### src/core/qhp_pkg.sv
// Functional notes
// RL1: Strap high selects separate read/write strobes and one select per channel.
// RL2: Three register address inputs pick the register inside the chosen channel.
// RL3: Separate-strobe read strobe falling edge starts a read; device drives byte.
// RL4: Host captures read byte at the read strobe rising edge.
// RL5: Write strobe fall begins write; rise latches bus byte into register.
// RL6: With strap low the read strobe input is ignored; the code waits for read strobe high before leaving separate style.
// RL7: Single-select style: write strobe pin is direction, high read, low write.
// RL8: Separate-strobe style: selects A, B, C each enable only their channel.
// RL9: Single-select style: channel A select is the one device select.
// RL10: Single-select style: B and C selects become two channel address lines.
// RL11: Eight-bit bidirectional data bus, driven only while returning read data.
// RL12: Channel D select enables channel D only in separate-strobe style.
// RL13: Channel address lines decode 00,01,10,11 to channels A,B,C,D.
// RL14: Host asserts one select at most and never both strobes together.
package qhp_pkg;
    localparam int NUM_CHAN   = 4;
    localparam int REG_AW     = 3;
    localparam int DATA_W     = 8;
    localparam int CHAN_W     = 2;
    localparam int SYNC_DEPTH = 2;

    typedef struct packed {
        logic [qhp_pkg::REG_AW-1:0] reg_addr;
        logic [qhp_pkg::CHAN_W-1:0] chan;
        logic [qhp_pkg::DATA_W-1:0] data;
    } qhp_req_t;
endpackage
### src/core/qhp_host_port.sv
`timescale 1ns/100ps
`default_nettype none
// Device-side host bus port. Pins are sampled through two flops on clk_sys; a
// transfer is detected on the synchronised strobe edges, or select A edges in single-select style. Internal register
// access leaves the block as one-cycle write/read pulses with channel and address.
module qhp_host_port (
    input  wire logic                         clk_sys,          // System clock.
    input  wire logic                         srst,             // Synchronous reset.
    input  wire logic                         bus_style_sel,    // Strap: 1 separate strobes.
    input  wire logic                         read_strobe_n,    // Read strobe pin.
    input  wire logic                         write_strobe_n,   // Write strobe or direction.
    input  wire logic                         chan_a_select_n,  // Select A or device select.
    input  wire logic                         chan_b_select_n,  // Select B or channel_addr_lo.
    input  wire logic                         chan_c_select_n,  // Select C or channel_addr_hi.
    input  wire logic                         chan_d_select_n,  // Select D.
    input  wire logic                         reg_addr_bit2,    // Register address bit 2.
    input  wire logic                         reg_addr_bit1,    // Register address bit 1.
    input  wire logic                         reg_addr_bit0,    // Register address bit 0.
    input  wire logic [qhp_pkg::DATA_W-1:0]   data_in,          // Data pins, input side.
    output logic      [qhp_pkg::DATA_W-1:0]   data_out,         // Data pins, output side.
    output logic                              data_oe,          // High while driving data.
    output logic                              wr_pulse,         // One-cycle register write.
    output logic                              rd_pulse,         // One-cycle register read.
    output qhp_pkg::qhp_req_t                 req,              // Channel, address, data.
    input  wire logic [qhp_pkg::DATA_W-1:0]   rd_data           // Read byte, same cycle as rd_pulse.
);
    localparam int NP = 7 + qhp_pkg::REG_AW + qhp_pkg::DATA_W;

    logic [NP-1:0] sync1_r;
    logic [NP-1:0] sync2_r;
    logic [NP-1:0] prev_r;
    logic          mode_r;
    logic [qhp_pkg::DATA_W-1:0] data_out_r;
    logic          data_oe_r;
    logic          wr_pulse_r;
    logic          rd_pulse_r;
    qhp_pkg::qhp_req_t req_r;
    logic          ss_rd_r;

    wire [NP-1:0] pins = {bus_style_sel, read_strobe_n, write_strobe_n, chan_a_select_n,
                          chan_b_select_n, chan_c_select_n, chan_d_select_n,
                          reg_addr_bit2, reg_addr_bit1, reg_addr_bit0, data_in};

    wire       s_style  = sync2_r[NP-1];
    wire       s_rd_n   = sync2_r[NP-2];
    wire       s_wr_n   = sync2_r[NP-3];
    wire [3:0] s_cs_n   = sync2_r[NP-4 -: 4];
    wire [qhp_pkg::REG_AW-1:0] s_addr = sync2_r[qhp_pkg::DATA_W +: qhp_pkg::REG_AW];
    wire [qhp_pkg::DATA_W-1:0] s_data = sync2_r[qhp_pkg::DATA_W-1:0];
    wire       p_rd_n   = prev_r[NP-2];
    wire       p_wr_n   = prev_r[NP-3];
    wire       p_csa_n  = prev_r[NP-4];

    // Separate-strobe channel decode; more than one select is a host fault and
    // the lowest channel wins.
    function automatic logic [qhp_pkg::CHAN_W-1:0] sel_chan(input logic [3:0] cs_n);
        if (!cs_n[3])      sel_chan = 2'h0;  // RL8
        else if (!cs_n[2]) sel_chan = 2'h1;  // RL8
        else if (!cs_n[1]) sel_chan = 2'h2;  // RL8
        else               sel_chan = 2'h3;  // RL12
    endfunction

    wire       sep_any  = ~&s_cs_n;                                  // RL8 RL12 RL14
    wire [1:0] sep_chan = sel_chan(s_cs_n);
    wire [1:0] ss_chan  = {s_cs_n[1], s_cs_n[2]};                    // RL10 RL13
    wire [1:0] chan     = mode_r ? sep_chan : ss_chan;               // RL9
    // Separate style: read at strobe fall, write at strobe rise.
    wire sep_rd_fall = mode_r & sep_any & p_rd_n & ~s_rd_n;          // RL3
    wire sep_rd_rise = mode_r & ~p_rd_n & s_rd_n;                    // RL4
    wire sep_wr_rise = mode_r & sep_any & ~p_wr_n & s_wr_n;          // RL5
    // Single-select style: the select framing the cycle; read strobe unused.
    wire ss_fall  = ~mode_r & p_csa_n & ~s_cs_n[3];                  // RL6 RL9
    wire ss_rise  = ~mode_r & ~p_csa_n & s_cs_n[3];
    wire ss_rd    = ss_fall & s_wr_n;                                // RL7
    wire ss_wr    = ss_rise & ~p_wr_n & ~ss_rd_r;                    // RL7
    wire do_rd    = sep_rd_fall | ss_rd;
    wire do_wr    = sep_wr_rise | ss_wr;
    wire rel_rd   = sep_rd_rise | (ss_rise & ss_rd_r) | (mode_r & s_rd_n & ~sep_any);

    always_ff @(posedge clk_sys) begin
        sync1_r <= pins;
        sync2_r <= sync1_r;
        prev_r  <= sync2_r;
    end

    always_ff @(posedge clk_sys) begin
        if (srst) begin
            mode_r     <= 1'b1;
            data_out_r <= 8'h00;
            data_oe_r  <= 1'b0;
            wr_pulse_r <= 1'b0;
            rd_pulse_r <= 1'b0;
            req_r      <= '0;
            ss_rd_r    <= 1'b0;
        end else begin
            // Style only changes while the bus is idle so a cycle is never split.
            if (!data_oe_r && s_rd_n && s_cs_n[3] && &s_cs_n)
                mode_r <= s_style;                                   // RL1 RL6
            wr_pulse_r <= do_wr;                                     // RL5
            rd_pulse_r <= do_rd;                                     // RL3
            if (do_rd || do_wr)
                req_r <= '{reg_addr: s_addr, chan: chan, data: s_data}; // RL2
            if (do_rd)
                ss_rd_r <= ~mode_r;
            else if (ss_rise)
                ss_rd_r <= 1'b0;
            if (rd_pulse_r) begin
                data_out_r <= rd_data;                               // RL11
                data_oe_r  <= 1'b1;                                  // RL11
            end else if (rel_rd) begin
                data_oe_r  <= 1'b0;                                  // RL11
            end
        end
    end

    assign data_out = data_out_r;
    assign data_oe  = data_oe_r;
    assign wr_pulse = wr_pulse_r;
    assign rd_pulse = rd_pulse_r;
    assign req      = req_r;
endmodule // qhp_host_port
`default_nettype wire

### config.mk
export PLATFORM = sky130hd
export DESIGN_NAME = qhp_host_port
export DESIGN_NICKNAME = d
export VERILOG_FILES = /design/src/core/qhp_pkg.sv /design/src/core/qhp_host_port.sv
export SDC_FILE = /design/constraint.sdc
export NUM_CORES = 1
export LEC_CHECK = 0
export BUFFER_PORTS_ARGS = -buffer_cell sky130_fd_sc_hd__clkbuf_2
export CORE_MARGIN = 8
export CORE_UTILIZATION = 53
export CTS_BUF_LIST = sky130_fd_sc_hd__clkbuf_4 sky130_fd_sc_hd__clkbuf_8
export CTS_CLUSTER_SIZE = 20
export DETAILED_ROUTE_END_ITERATION = 10
export PLACE_DENSITY_LB_ADDON = 0.05
export SYNTH_ARGS = -nofsm -noshare
export SYNTH_HDL_FRONTEND = slang
export SYNTH_SLANG_ARGS = --single-unit
### constraint.sdc
create_clock -name clk_sys -period 1.6 [get_ports clk_sys]
set_clock_uncertainty 0.15 [all_clocks]
set_input_delay 0.32 -clock clk_sys [delete_from_list [all_inputs] [get_ports clk_sys]]
set_output_delay 0.32 -clock clk_sys [all_outputs]
set_load 0.02 [all_outputs]
==> metrics.md, run 1 <==
| Metric | Value |
|---|---|
| Chip height | approximately 77 um |
| Worst path slowest cell | dfxtp_1 |
| Die area | 5910 sq um |
| Die W | 76.9 um |
| Placed cell areas | 2290 sq um |
| Design area | 2630 sq um |
| Initial antenna violation count | 0 |
| MaxCap Viol Count | 0 |
| Inserted Clock Buffers | 9 |
| Core area | around 3600 sq um |
| DRT Wirelength | 3.44 mm |
| Cell family with most CP delay | compound AO/OA/AOI/OAI gates |
| Seq/Total Area, Yosys | roughly two thirds |
| DR iter-0 viols | 30 |
| Slew Limit Fails | 0 |
| Number of flops mapped to enable cells by yosys | 0 |
| Status | finished clean |
| Hold Fails Final Rpt | 0 |
| Worst EP arrival | between 1500 and 2000 ps |
| Most frequent cells in the layout | dfxtp_1, clkbuf_2, nand2b_1, mux2i_1, dlygate4sd3_1 |
| Period utilization | 96.2% |
| PwrDens | 1200 nW/um^2 |
| Worst-Margin Slew | around 360 ps |
| Htree depth | 3 |
| Area Growth Syn to Fin | 34.0% |
| Startpoint Class | register |
| DR vias | ~1300 |
| Root buffer cell | clkbuf_8 |
| Clk pin slew, worst setup/hold paths | 60 ps |
| Clock buffer depth | 2 |
| Max VDD drop | 0.778 mV |
| Clk_lat worst skew | 330 ps |
| Primary FF master, synth | dfxtp_1 |
| Crit path largest cell delay | 340 ps |
| Flop and latch count out of synthesis | 65 |
| TritonRoute pass-1 iters | 4 |
| TNS Setup | 0 ps |
| PostCTS Resize Cnt | 0 |
| Total track usage | between 10% and 20% |
| Hold Crit Class | primary input to register |
| Vias/cell | approximately 4.6 |
| CP Class | register to register |
| Antenna-violating nets left | 0 |
| Count of input and output buffers | 51 |
| RSZ-0062 raised after global routing | false |
| Post-Synthesis Cells | 160 |
| IO Pins | 52 |
| Period minus WS final | 1540 ps |
| Remaining Overflow, GRT | 0 |
| LEAKAGE | ~0.0012 uW |
| CP Capture Type | register |
| Ys async rst share | 0% |
| Syn Nets | 188 |
| WL/cell | roughly 12 um |
| Fmax | 650 MHz |
| WP data required | 1660 ps |
| Layout fillers | 263 |
| Routability-driven placement congestion ratio | 0.704 |
| Final setup viols | 0 |
| Post-synthesis cell type count | 26 |
| Vias in the first global route | about 1400 |
| CP max FO | 5 |
| FP Rows | 22 |
| Buf+Inv Stages, Crit Path | 0 |
| Initial core utilization | 54.5% |
| Cell Area, Synth | 1960 sq um |
| Placed wire-length estimate | 2.40 mm |
| Diode count | 0 |
| # DRC | 0 |
| First-pass GRT wire length | 5.80 mm |
| Share of layout cells above drive strength 1 | about a third |
| Worst-path cell chain | nand2b_1, o32a_1, o21a_4, mux2_2 |
| Synth warn | 0 |
| CTS tree | yes |
| Fin nets | 266 |
| Clock sink count | 65 |
| Largest net degree at the start of global routing | 22 |
| Most common cell after layout, fill and taps aside | dfxtp_1 |
| Syn Area/Cell | ~12 sq um |
| Post-CTS Hold Fix Bufs | 18 |
| Slew headroom | 75.9% |
| Post-CTS Setup Bufs | 0 |
kinds of logic (layout without fill, tap and decap cells):
family	count (synthesis)	after routing	share of synthesized area, %
buffers and inverters	9	91	2.74
AOI/OAI and AO/OA	14	14	5.22
DFF	65	65	66.2
muxes	22	22	11.3
and+or+nand+nor	50	50	14.5
worst paths after layout:
check / end / startpoint / slack (ps) / depth (start not counted)
max: req[9] / ss_rd_r / 60 / 4
min: data_out[3] / rd_data[3] / 80 / 3
max reg2reg: req[9] / ss_rd_r / 60 / 4
min reg2reg: sync2_r[4] / sync1_r[4] / 170 / 0
layer usage:
metal / global-route usage (%) / routed length, um / up-vias
li1: - / - / 685
met1: 11.7 / 1450 / 597
met2: 18.9 / 1580 / 47
met3: 9.44 / 362 / 8
met4: 5.00 / 44 / 0
met5: 0 / 0 / -
worst min-delay path, cell delays in order:
cell and delay, ps:
clkbuf_2 80, mux2i_1 50, nor2_1 70
final cells by class:
class | instances | area [sq um] | share of cell area (%)
multi-input cells | 86 | 609 | 23.1
repair buffers | 75 | 493 | 18.7
clock buffers | 11 | 145 | 5.51
flip-flops and latches | 65 | 1300 | 49.4
well taps | 48 | 60.1 | 2.28
clock inverters | 4 | 20.0 | 0.760
inverters | 1 | 3.75 | 0.143
flip-flops by register name, summed over array words and instances, names as in the netlist, 3 cells and up:
signal	cells
prev_r	3
sync2_r	18
data_out	8
sync1_r	18
req	13
cell usage after synthesis (2+ instances only):
library cell | n | area, sq um
dfxtp_1 | 65 | 1300
nand2b_1 | 27 | 169
o211ai_1 | 2 | 15.0
a21oi_1 | 4 | 20.0
nor2_1 | 9 | 33.8
mux2i_1 | 20 | 200
a31oi_1 | 2 | 12.5
nand2_1 | 3 | 11.3
mux2_2 | 2 | 22.5
nand3_1 | 2 | 10.0
clkbuf_1 | 6 | 22.5
nor2b_1 | 4 | 25.0
metrics by stage:
step | hold slack, ps | std cells | utilization [%] | total power (uW) | worst slack [ps]
after floorplan | 160 | 160 | - | 1930 | 86.6
after detailed placement | 162 | 257 | 63.4 | 2020 | 65.5
after CTS | 64.3 | 290 | 73.0 | 3200 | 58.2
final | 79.1 | 290 | 73.0 | 3150 | 60.5
after global routing | 64.1 | 290 | 73.0 | 3310 | 10.3
after global placement | 160 | 257 | 63.4 | 2010 | 111
where the power goes:
group / switching [uW] / internal (uW)
combinational: 126 / 144
sequential: 38.6 / 1710
clock: 533 / 601
total: 697 / 2450
(Power assumes the default switching activity.)
==> inputs of run 2 (changes only) <==
--- a/config.mk
+++ b/config.mk
@@ -11,7 +11,7 @@
 export CTS_BUF_LIST = sky130_fd_sc_hd__clkbuf_4 sky130_fd_sc_hd__clkbuf_8
 export CTS_CLUSTER_SIZE = 20
 export DETAILED_ROUTE_END_ITERATION = 10
-export PLACE_DENSITY_LB_ADDON = 0.05
+export PLACE_DENSITY = 0.81
 export SYNTH_ARGS = -nofsm -noshare
 export SYNTH_HDL_FRONTEND = slang
 export SYNTH_SLANG_ARGS = --single-unit
==> run 2 against run 1 <==
  * Core utilization up 1.2 points
  * Maximum frequency down 0.94%
  * Cell count up 0.69%
  * Largest cell class unchanged
  * Largest power group unchanged
  * Critical path depth up 1
  * Highest routed layer unchanged
  * Hold slack better by 7.2 ps
==> metrics.md, run 2 (same netlist as run 1, synthesis figures left out) <==
| Metric | Value |
|---|---|
| Initial antenna violation count | 0 (unchanged) |
| Worst Reg-to-Reg Cells | 5 (+1) |
| Startpoint Class | register |
| Met3 Wirelength | 331 um (-8.6%) |
| RSZ-0062 raised after global routing | false |
| WL met1 | 1.55 mm (+6.8%) |
| Worst r2r dst | req[11] |
| Die area | 5910 sq um (unchanged) |
| WL/cell | 12.9 um (+8.5%) |
| Hold Crit Class | primary input to register |
| MaxCap Viol Count | 0 (unchanged) |
| IO Pins | 52 (unchanged) |
| Die W | 76.9 um (unchanged) |
| Worst flop-to-flop path startpoint | sync2_r[14] |
| Total track usage | 13.4% (+1.3 points) |
| Core area | 3610 sq um (unchanged) |
| TritonRoute pass-1 iters | 4 (unchanged) |
| Share of layout cells above drive strength 1 | 32.4% (+0.56 points) |
| Area Growth Syn to Fin | 36.2% |
| Clk pin slew, worst setup/hold paths | 60 ps (about the same) |
| Worst-path cell chain | nand2b_1, o32a_1, o21a_4, buf_12, mux2i_1 |
| Placed wire-length estimate | 2.48 mm (+3.1%) |
| Remaining Overflow, GRT | 0 (unchanged) |
| Root buffer cell | clkbuf_8 |
| Uppermost layer routed | met4 |
| Diode count | 0 (unchanged) |
| Clock sink count | 65 (unchanged) |
| FP Rows | 22 (unchanged) |
| Clock buffer depth | 2 (unchanged) |
| Period minus WS final | 1550 ps (+14.5 ps) |
| Fmax | 643 MHz (-0.94%) |
| FF-to-FF setup slack | 50 ps (about the same) |
| CP max FO | 11 (+6) |
| Worst path slowest cell | dfxtp_1 |
| Worst-Margin Slew | 362 ps (+0.858 ps) |
| Status | finished clean |
| Inserted Clock Buffers | 9 (unchanged) |
| Chip height | 76.9 um (unchanged) |
| TNS Setup | 0 ps (unchanged) |
| Final setup viols | 0 (unchanged) |
| Slew Limit Fails | 0 (unchanged) |
| DR vias | 1319 (-1.3%) |
| Multi-input logic area | 609 sq um (unchanged) |
| DRT Wirelength | 3.76 mm (+9.2%) |
| Most frequent cells in the layout | dfxtp_1, clkbuf_2, nand2b_1, mux2i_1, dlygate4sd3_1 |
| Hold Fails Final Rpt | 0 (unchanged) |
| CTS tree | yes |
| LEAKAGE | 0.00121 uW (+1.4%) |
| DR iter-0 viols | 42 (+40%) |
| Met2 WL | 1.81 mm (+15%) |
| Most common cell after layout, fill and taps aside | dfxtp_1 |
| Worst EP arrival | 1640 ps (+40 ps) |
| Hold EP | data_out[0] |
| Reg area | 1300 sq um (unchanged) |
| Initial core utilization | 54.5% (unchanged) |
| # DRC | 0 (unchanged) |
| Crit path largest cell delay | 380 ps (+40 ps) |
| Finished Core Util | 74.2% (+1.2 points) |
| Buf+Inv Stages, Crit Path | 1 (+1) |
| Fin nets | 267 (+0.38%) |
| WP data required | 1690 ps (+30 ps) |
| Htree depth | 3 (unchanged) |
| Cell family with most CP delay | compound AO/OA/AOI/OAI gates |
| Antenna-violating nets left | 0 (unchanged) |
| First-pass GRT wire length | 6.36 mm (+9.6%) |
| Routability-driven placement congestion ratio | 0.849 (+21%) |
| Hold Crit Start | rd_data[0] |
| Hold path cells | 3 (unchanged) |
| Vias in the first global route | 1369 (-1.5%) |
| Vias/cell | 4.52 (-2.0%) |
| PwrDens | 1250 nW/um^2 (+4.2%) |
| Clk_lat worst skew | 320 ps (about the same) |
| Period utilization | 97.1% (+0.91 points) |
| Count of input and output buffers | 51 (unchanged) |
| Largest net degree at the start of global routing | 26 (+18%) |
| Max VDD drop | 1.05 mV (+36%) |
| CP Class | register to register |
| Slew headroom | 75.9% (about the same) |
| Layout fillers | 251 (-4.6%) |
| CP Capture Type | register |
## run 2: final cells by class
class | count | share of cell area (%)
clock buffer | 15 | 7.25
clock inverter | 1 | 0.281
inverter | 1 | 0.140
multi-input combinational | 86 | 22.8
sequential | 65 | 48.6
tap | 48 | 2.24
timing repair buffer | 76 | 18.7
## run 2: power by group
part	leakage [uW]	switching (uW)	internal (uW)	total [uW]
logic	0.000561	130	144	275
registers	0.000542	40.4	1710	1750
clock network	0.000103	547	768	1310
## run 2: through the flow
stage | hold WS [ps] | setup slack, ps | std cells | cell area, sq um | total power [uW]
finish | 86.3 | 46.0 | 292 | 2680 | 3340
detailed placement | 162 | 116 | 258 | 2290 | 2020
global route | 81.7 | 13.1 | 292 | 2680 | 3480
floorplan | 160 | 86.6 | 160 | 1960 | 1930
global placement | 160 | 157 | 258 | 2290 | 2010
CTS | 74.5 | 87.8 | 292 | 2680 | 3370
## run 2: routing by layer
| layer | vias to the layer above | track usage (%) |
|---|---|---|
| li1 | 694 | - |
| met1 | 574 | 13.1 |
| met2 | 44 | 22.3 |
| met3 | 7 | 6.88 |
| met4 | 0 | 8.08 |
| met5 | - | 0 |
## run 2: how the worst max path moves through the flow
stage / start / endpoint / depth (start not counted)
after floorplan: sync2_r[14] / req[8] / 5
after detailed placement: sync2_r[14] / req[1] / 5
after global placement: ss_rd_r / req[9] / 4
final: sync2_r[14] / req[11] / 5
after CTS: sync2_r[14] / req[11] / 5
after global routing: sync2_r[13] / req[11] / 5
## run 2: what timing repair did
action,CTS,global route
hold endpoints to repair,18,0
hold buffers,18,0
setup buffers,0,0
resized for setup,0,0
endpoints found under the setup margin,0,0
## run 2: worst register-to-register path, cell delays in order, from the launching register on
cell and delay [ps]:
dfxtp_1 380, nand2b_1 70, o32a_1 300, o21a_4 220, buf_12 150, mux2i_1 190
==> inputs of run 3 (changes only) <==
--- a/config.mk
+++ b/config.mk
@@ -7,11 +7,11 @@
 export LEC_CHECK = 0
 export BUFFER_PORTS_ARGS = -buffer_cell sky130_fd_sc_hd__clkbuf_2
 export CORE_MARGIN = 8
-export CORE_UTILIZATION = 53
+export CORE_UTILIZATION = 39
 export CTS_BUF_LIST = sky130_fd_sc_hd__clkbuf_4 sky130_fd_sc_hd__clkbuf_8
 export CTS_CLUSTER_SIZE = 20
 export DETAILED_ROUTE_END_ITERATION = 10
-export PLACE_DENSITY = 0.81
+export PLACE_DENSITY = 0.63
 export SYNTH_ARGS = -nofsm -noshare
 export SYNTH_HDL_FRONTEND = slang
 export SYNTH_SLANG_ARGS = --single-unit
==> constraint.sdc (replaced) <==
create_clock -name clk_sys -period 1.6 [get_ports clk_sys]
set_clock_uncertainty 0.15 [all_clocks]
set_input_delay 0.32 -clock clk_sys [delete_from_list [all_inputs] [get_ports clk_sys]]
set_output_delay 0.32 -clock clk_sys [all_outputs]
set_load 0.05 [all_outputs]
==> run 3 against run 2 <==
  * Cell count rose by 7.5%
  * First-iteration DRC count fell by 29%
  * Sequential power about the same
  * Design area increased by 1.6%
  * Register-to-register slack improved by 20 ps
  * Combinational power grew 28%
  * Clock-buffer cell count fell by 3
  * Sequential share of layout area down 0.78 points
  * Critical endpoint is now req[2]
  * Largest power group unchanged
==> metrics.md, run 3 (same netlist as run 1, synthesis figures left out) <==
| Metric | Value |
|---|---|
| Status | finished clean |
| Vias in the first global route | 1356 (-0.95%) |
| Slew headroom | 73.6% (-2.2 points) |
| CP max FO | 11 (unchanged) |
| Clock buffer depth | 2 (unchanged) |
| Worst-Margin Slew | 395 ps (+32.9 ps) |
| Root buffer cell | clkbuf_8 |
| Placed cell areas | 2330 sq um (+1.4%) |
| Area Growth Syn to Fin | 38.5% |
| Worst setup margin | 65.7 ps (+19.8 ps) |
| CP Class | register to register |
| DR vias | 1317 (-0.15%) |
| Total track usage | 10.5% (-2.9 points) |
| Routability-driven placement congestion ratio | 0.785 (-7.5%) |
| IO Pins | 52 (unchanged) |
| Count of input and output buffers | 51 (unchanged) |
| Hold Crit Class | primary input to register |
| Final setup viols | 0 (unchanged) |
| Max VDD drop | 0.923 mV (-12%) |
| DR iter-0 viols | 30 (-29%) |
| Vias/cell | 4.19 (-7.1%) |
| Fmax | 652 MHz (+1.3%) |
| Most common cell after layout, fill and taps aside | dfxtp_1 |
| Share of layout cells above drive strength 1 | 32.4% (unchanged) |
| Post-Place Cells | 279 (+8.1%) |
| Inserted Clock Buffers | 9 (unchanged) |
| Slew Limit Fails | 0 (unchanged) |
| TNS Setup | 0 ps (unchanged) |
| Clock sink count | 65 (unchanged) |
| LEAKAGE | 0.00120 uW (-0.22%) |
| First-pass GRT wire length | 6.04 mm (-5.1%) |
| Clk_lat worst skew | 330 ps (about the same) |
| Period utilization | 95.9% (-1.2 points) |
| Layout Cells excl Fill | 314 (+7.5%) |
| Die area | 7560 sq um (+28%) |
| TritonRoute pass-1 iters | 4 (unchanged) |
| MaxCap Viol Count | 0 (unchanged) |
| CP Capture Type | register |
| Layout fillers | 445 (+77%) |
| Placed wire-length estimate | 2.50 mm (+0.92%) |
| PostCTS Resize Cnt | 0 (unchanged) |
| Design area | 2720 sq um (+1.6%) |
| Die W | 87.0 um (+13%) |
| Place WS | 51.5 ps (-64.7 ps) |
| Diode count | 0 (unchanged) |
| Largest net degree at the start of global routing | 23 (-12%) |
| Core area | 4980 sq um (+38%) |
| Fin nets | 267 (unchanged) |
| CTS tree | yes |
| Initial antenna violation count | 0 (unchanged) |
| Initial core utilization | 39.5% (-15 points) |
| FP Rows | 26 (+18%) |
| Worst EP arrival | 1600 ps (-40 ps) |
| RSZ-0062 raised after global routing | false |
| Period minus WS final | 1530 ps (-19.8 ps) |
| Clk pin slew, worst setup/hold paths | 60 ps (about the same) |
| Hold Fails Final Rpt | 0 (unchanged) |
| PwrDens | 1280 nW/um^2 (+2.3%) |
| # DRC | 0 (unchanged) |
| Antenna-violating nets left | 0 (unchanged) |
| Chip height | 87.0 um (+13%) |
| Most frequent cells in the layout | dfxtp_1, clkbuf_2, nand2b_1, mux2i_1, dlygate4sd3_1 |
| WHS | 72.9 ps (-13.4 ps) |
| WL/cell | 11.6 um (-9.7%) |
| Htree depth | 3 (unchanged) |
| DRT Wirelength | 3.65 mm (-2.9%) |
| WP data required | 1670 ps (-20 ps) |
| Remaining Overflow, GRT | 0 (unchanged) |
| Startpoint Class | register |
==> run 3: cell count changes in the layout (fill, tap and decap cells not counted) <==
cell	before	now
clkbuf_8	13	10
clkinvlp_4	1	3
buf_12	1	2
buf_4	6	5
bufinv_16	0	1
==> run 3: critical path, cell delays in order (launching register included) <==
cell and delay (ps):
dfxtp_1 340, nand2b_1 150, o32a_1 290, o21a_4 220, buf_12 150, mux2i_1 120
==> run 3: area by class of cell <==
type / count / area [sq um] / area share [%]
sequential: 65 / 1300 / 47.8
multi-input combinational: 86 / 609 / 22.4
timing repair buffer: 76 / 513 / 18.9
clock buffer: 12 / 153 / 5.61
tap: 70 / 87.6 / 3.22
clock inverter: 4 / 52.6 / 1.93
inverter: 1 / 3.75 / 0.138
==> run 3: power by group <==
part           total (uW)  switching (uW)  internal (uW)  leakage, uW
sequential           1750            39.9           1710     0.000542
clock                1370             576            796    0.0000957
combinational         351             203            148     0.000566
==> run 3: what timing repair did <==
action / in CTS / in global routing
hold buffers: 18 / 0
endpoints found under the setup margin: 0 / 7
setup buffers: 0 / 1
endpoints found under the hold margin: 18 / 0
==> run 3: worst paths after layout <==
| check | start | slack [ps] | cells after the start | endpoint |
|---|---|---|---|---|
| hold reg to reg | sync1_r[17] | 170 | 0 | sync2_r[17] |
| hold / removal | rd_data[3] | 70 | 3 | data_out[3] |
| setup reg to reg | ss_rd_r | 70 | 5 | req[2] |
| setup / recovery | ss_rd_r | 70 | 5 | req[2] |
==> run 3: per-stage QoR <==
stage	util (%)	power, uW
floorplan	-	2000
finish	54.7	3470
CTS	54.5	3520
global route	54.7	3620
detailed placement	46.8	2100
global placement	46.8	2100
==> run 3: layer usage <==
metal | wire [um] | share of wire [%] | track usage, % | vias up
met5 | 0 | 0 | 0 | -
met4 | 53 | 1.5 | 5.16 | 0
met3 | 285 | 7.8 | 6.79 | 8
met2 | 1780 | 49 | 17.8 | 33
met1 | 1530 | 42 | 9.53 | 582
li1 | - | - | - | 694
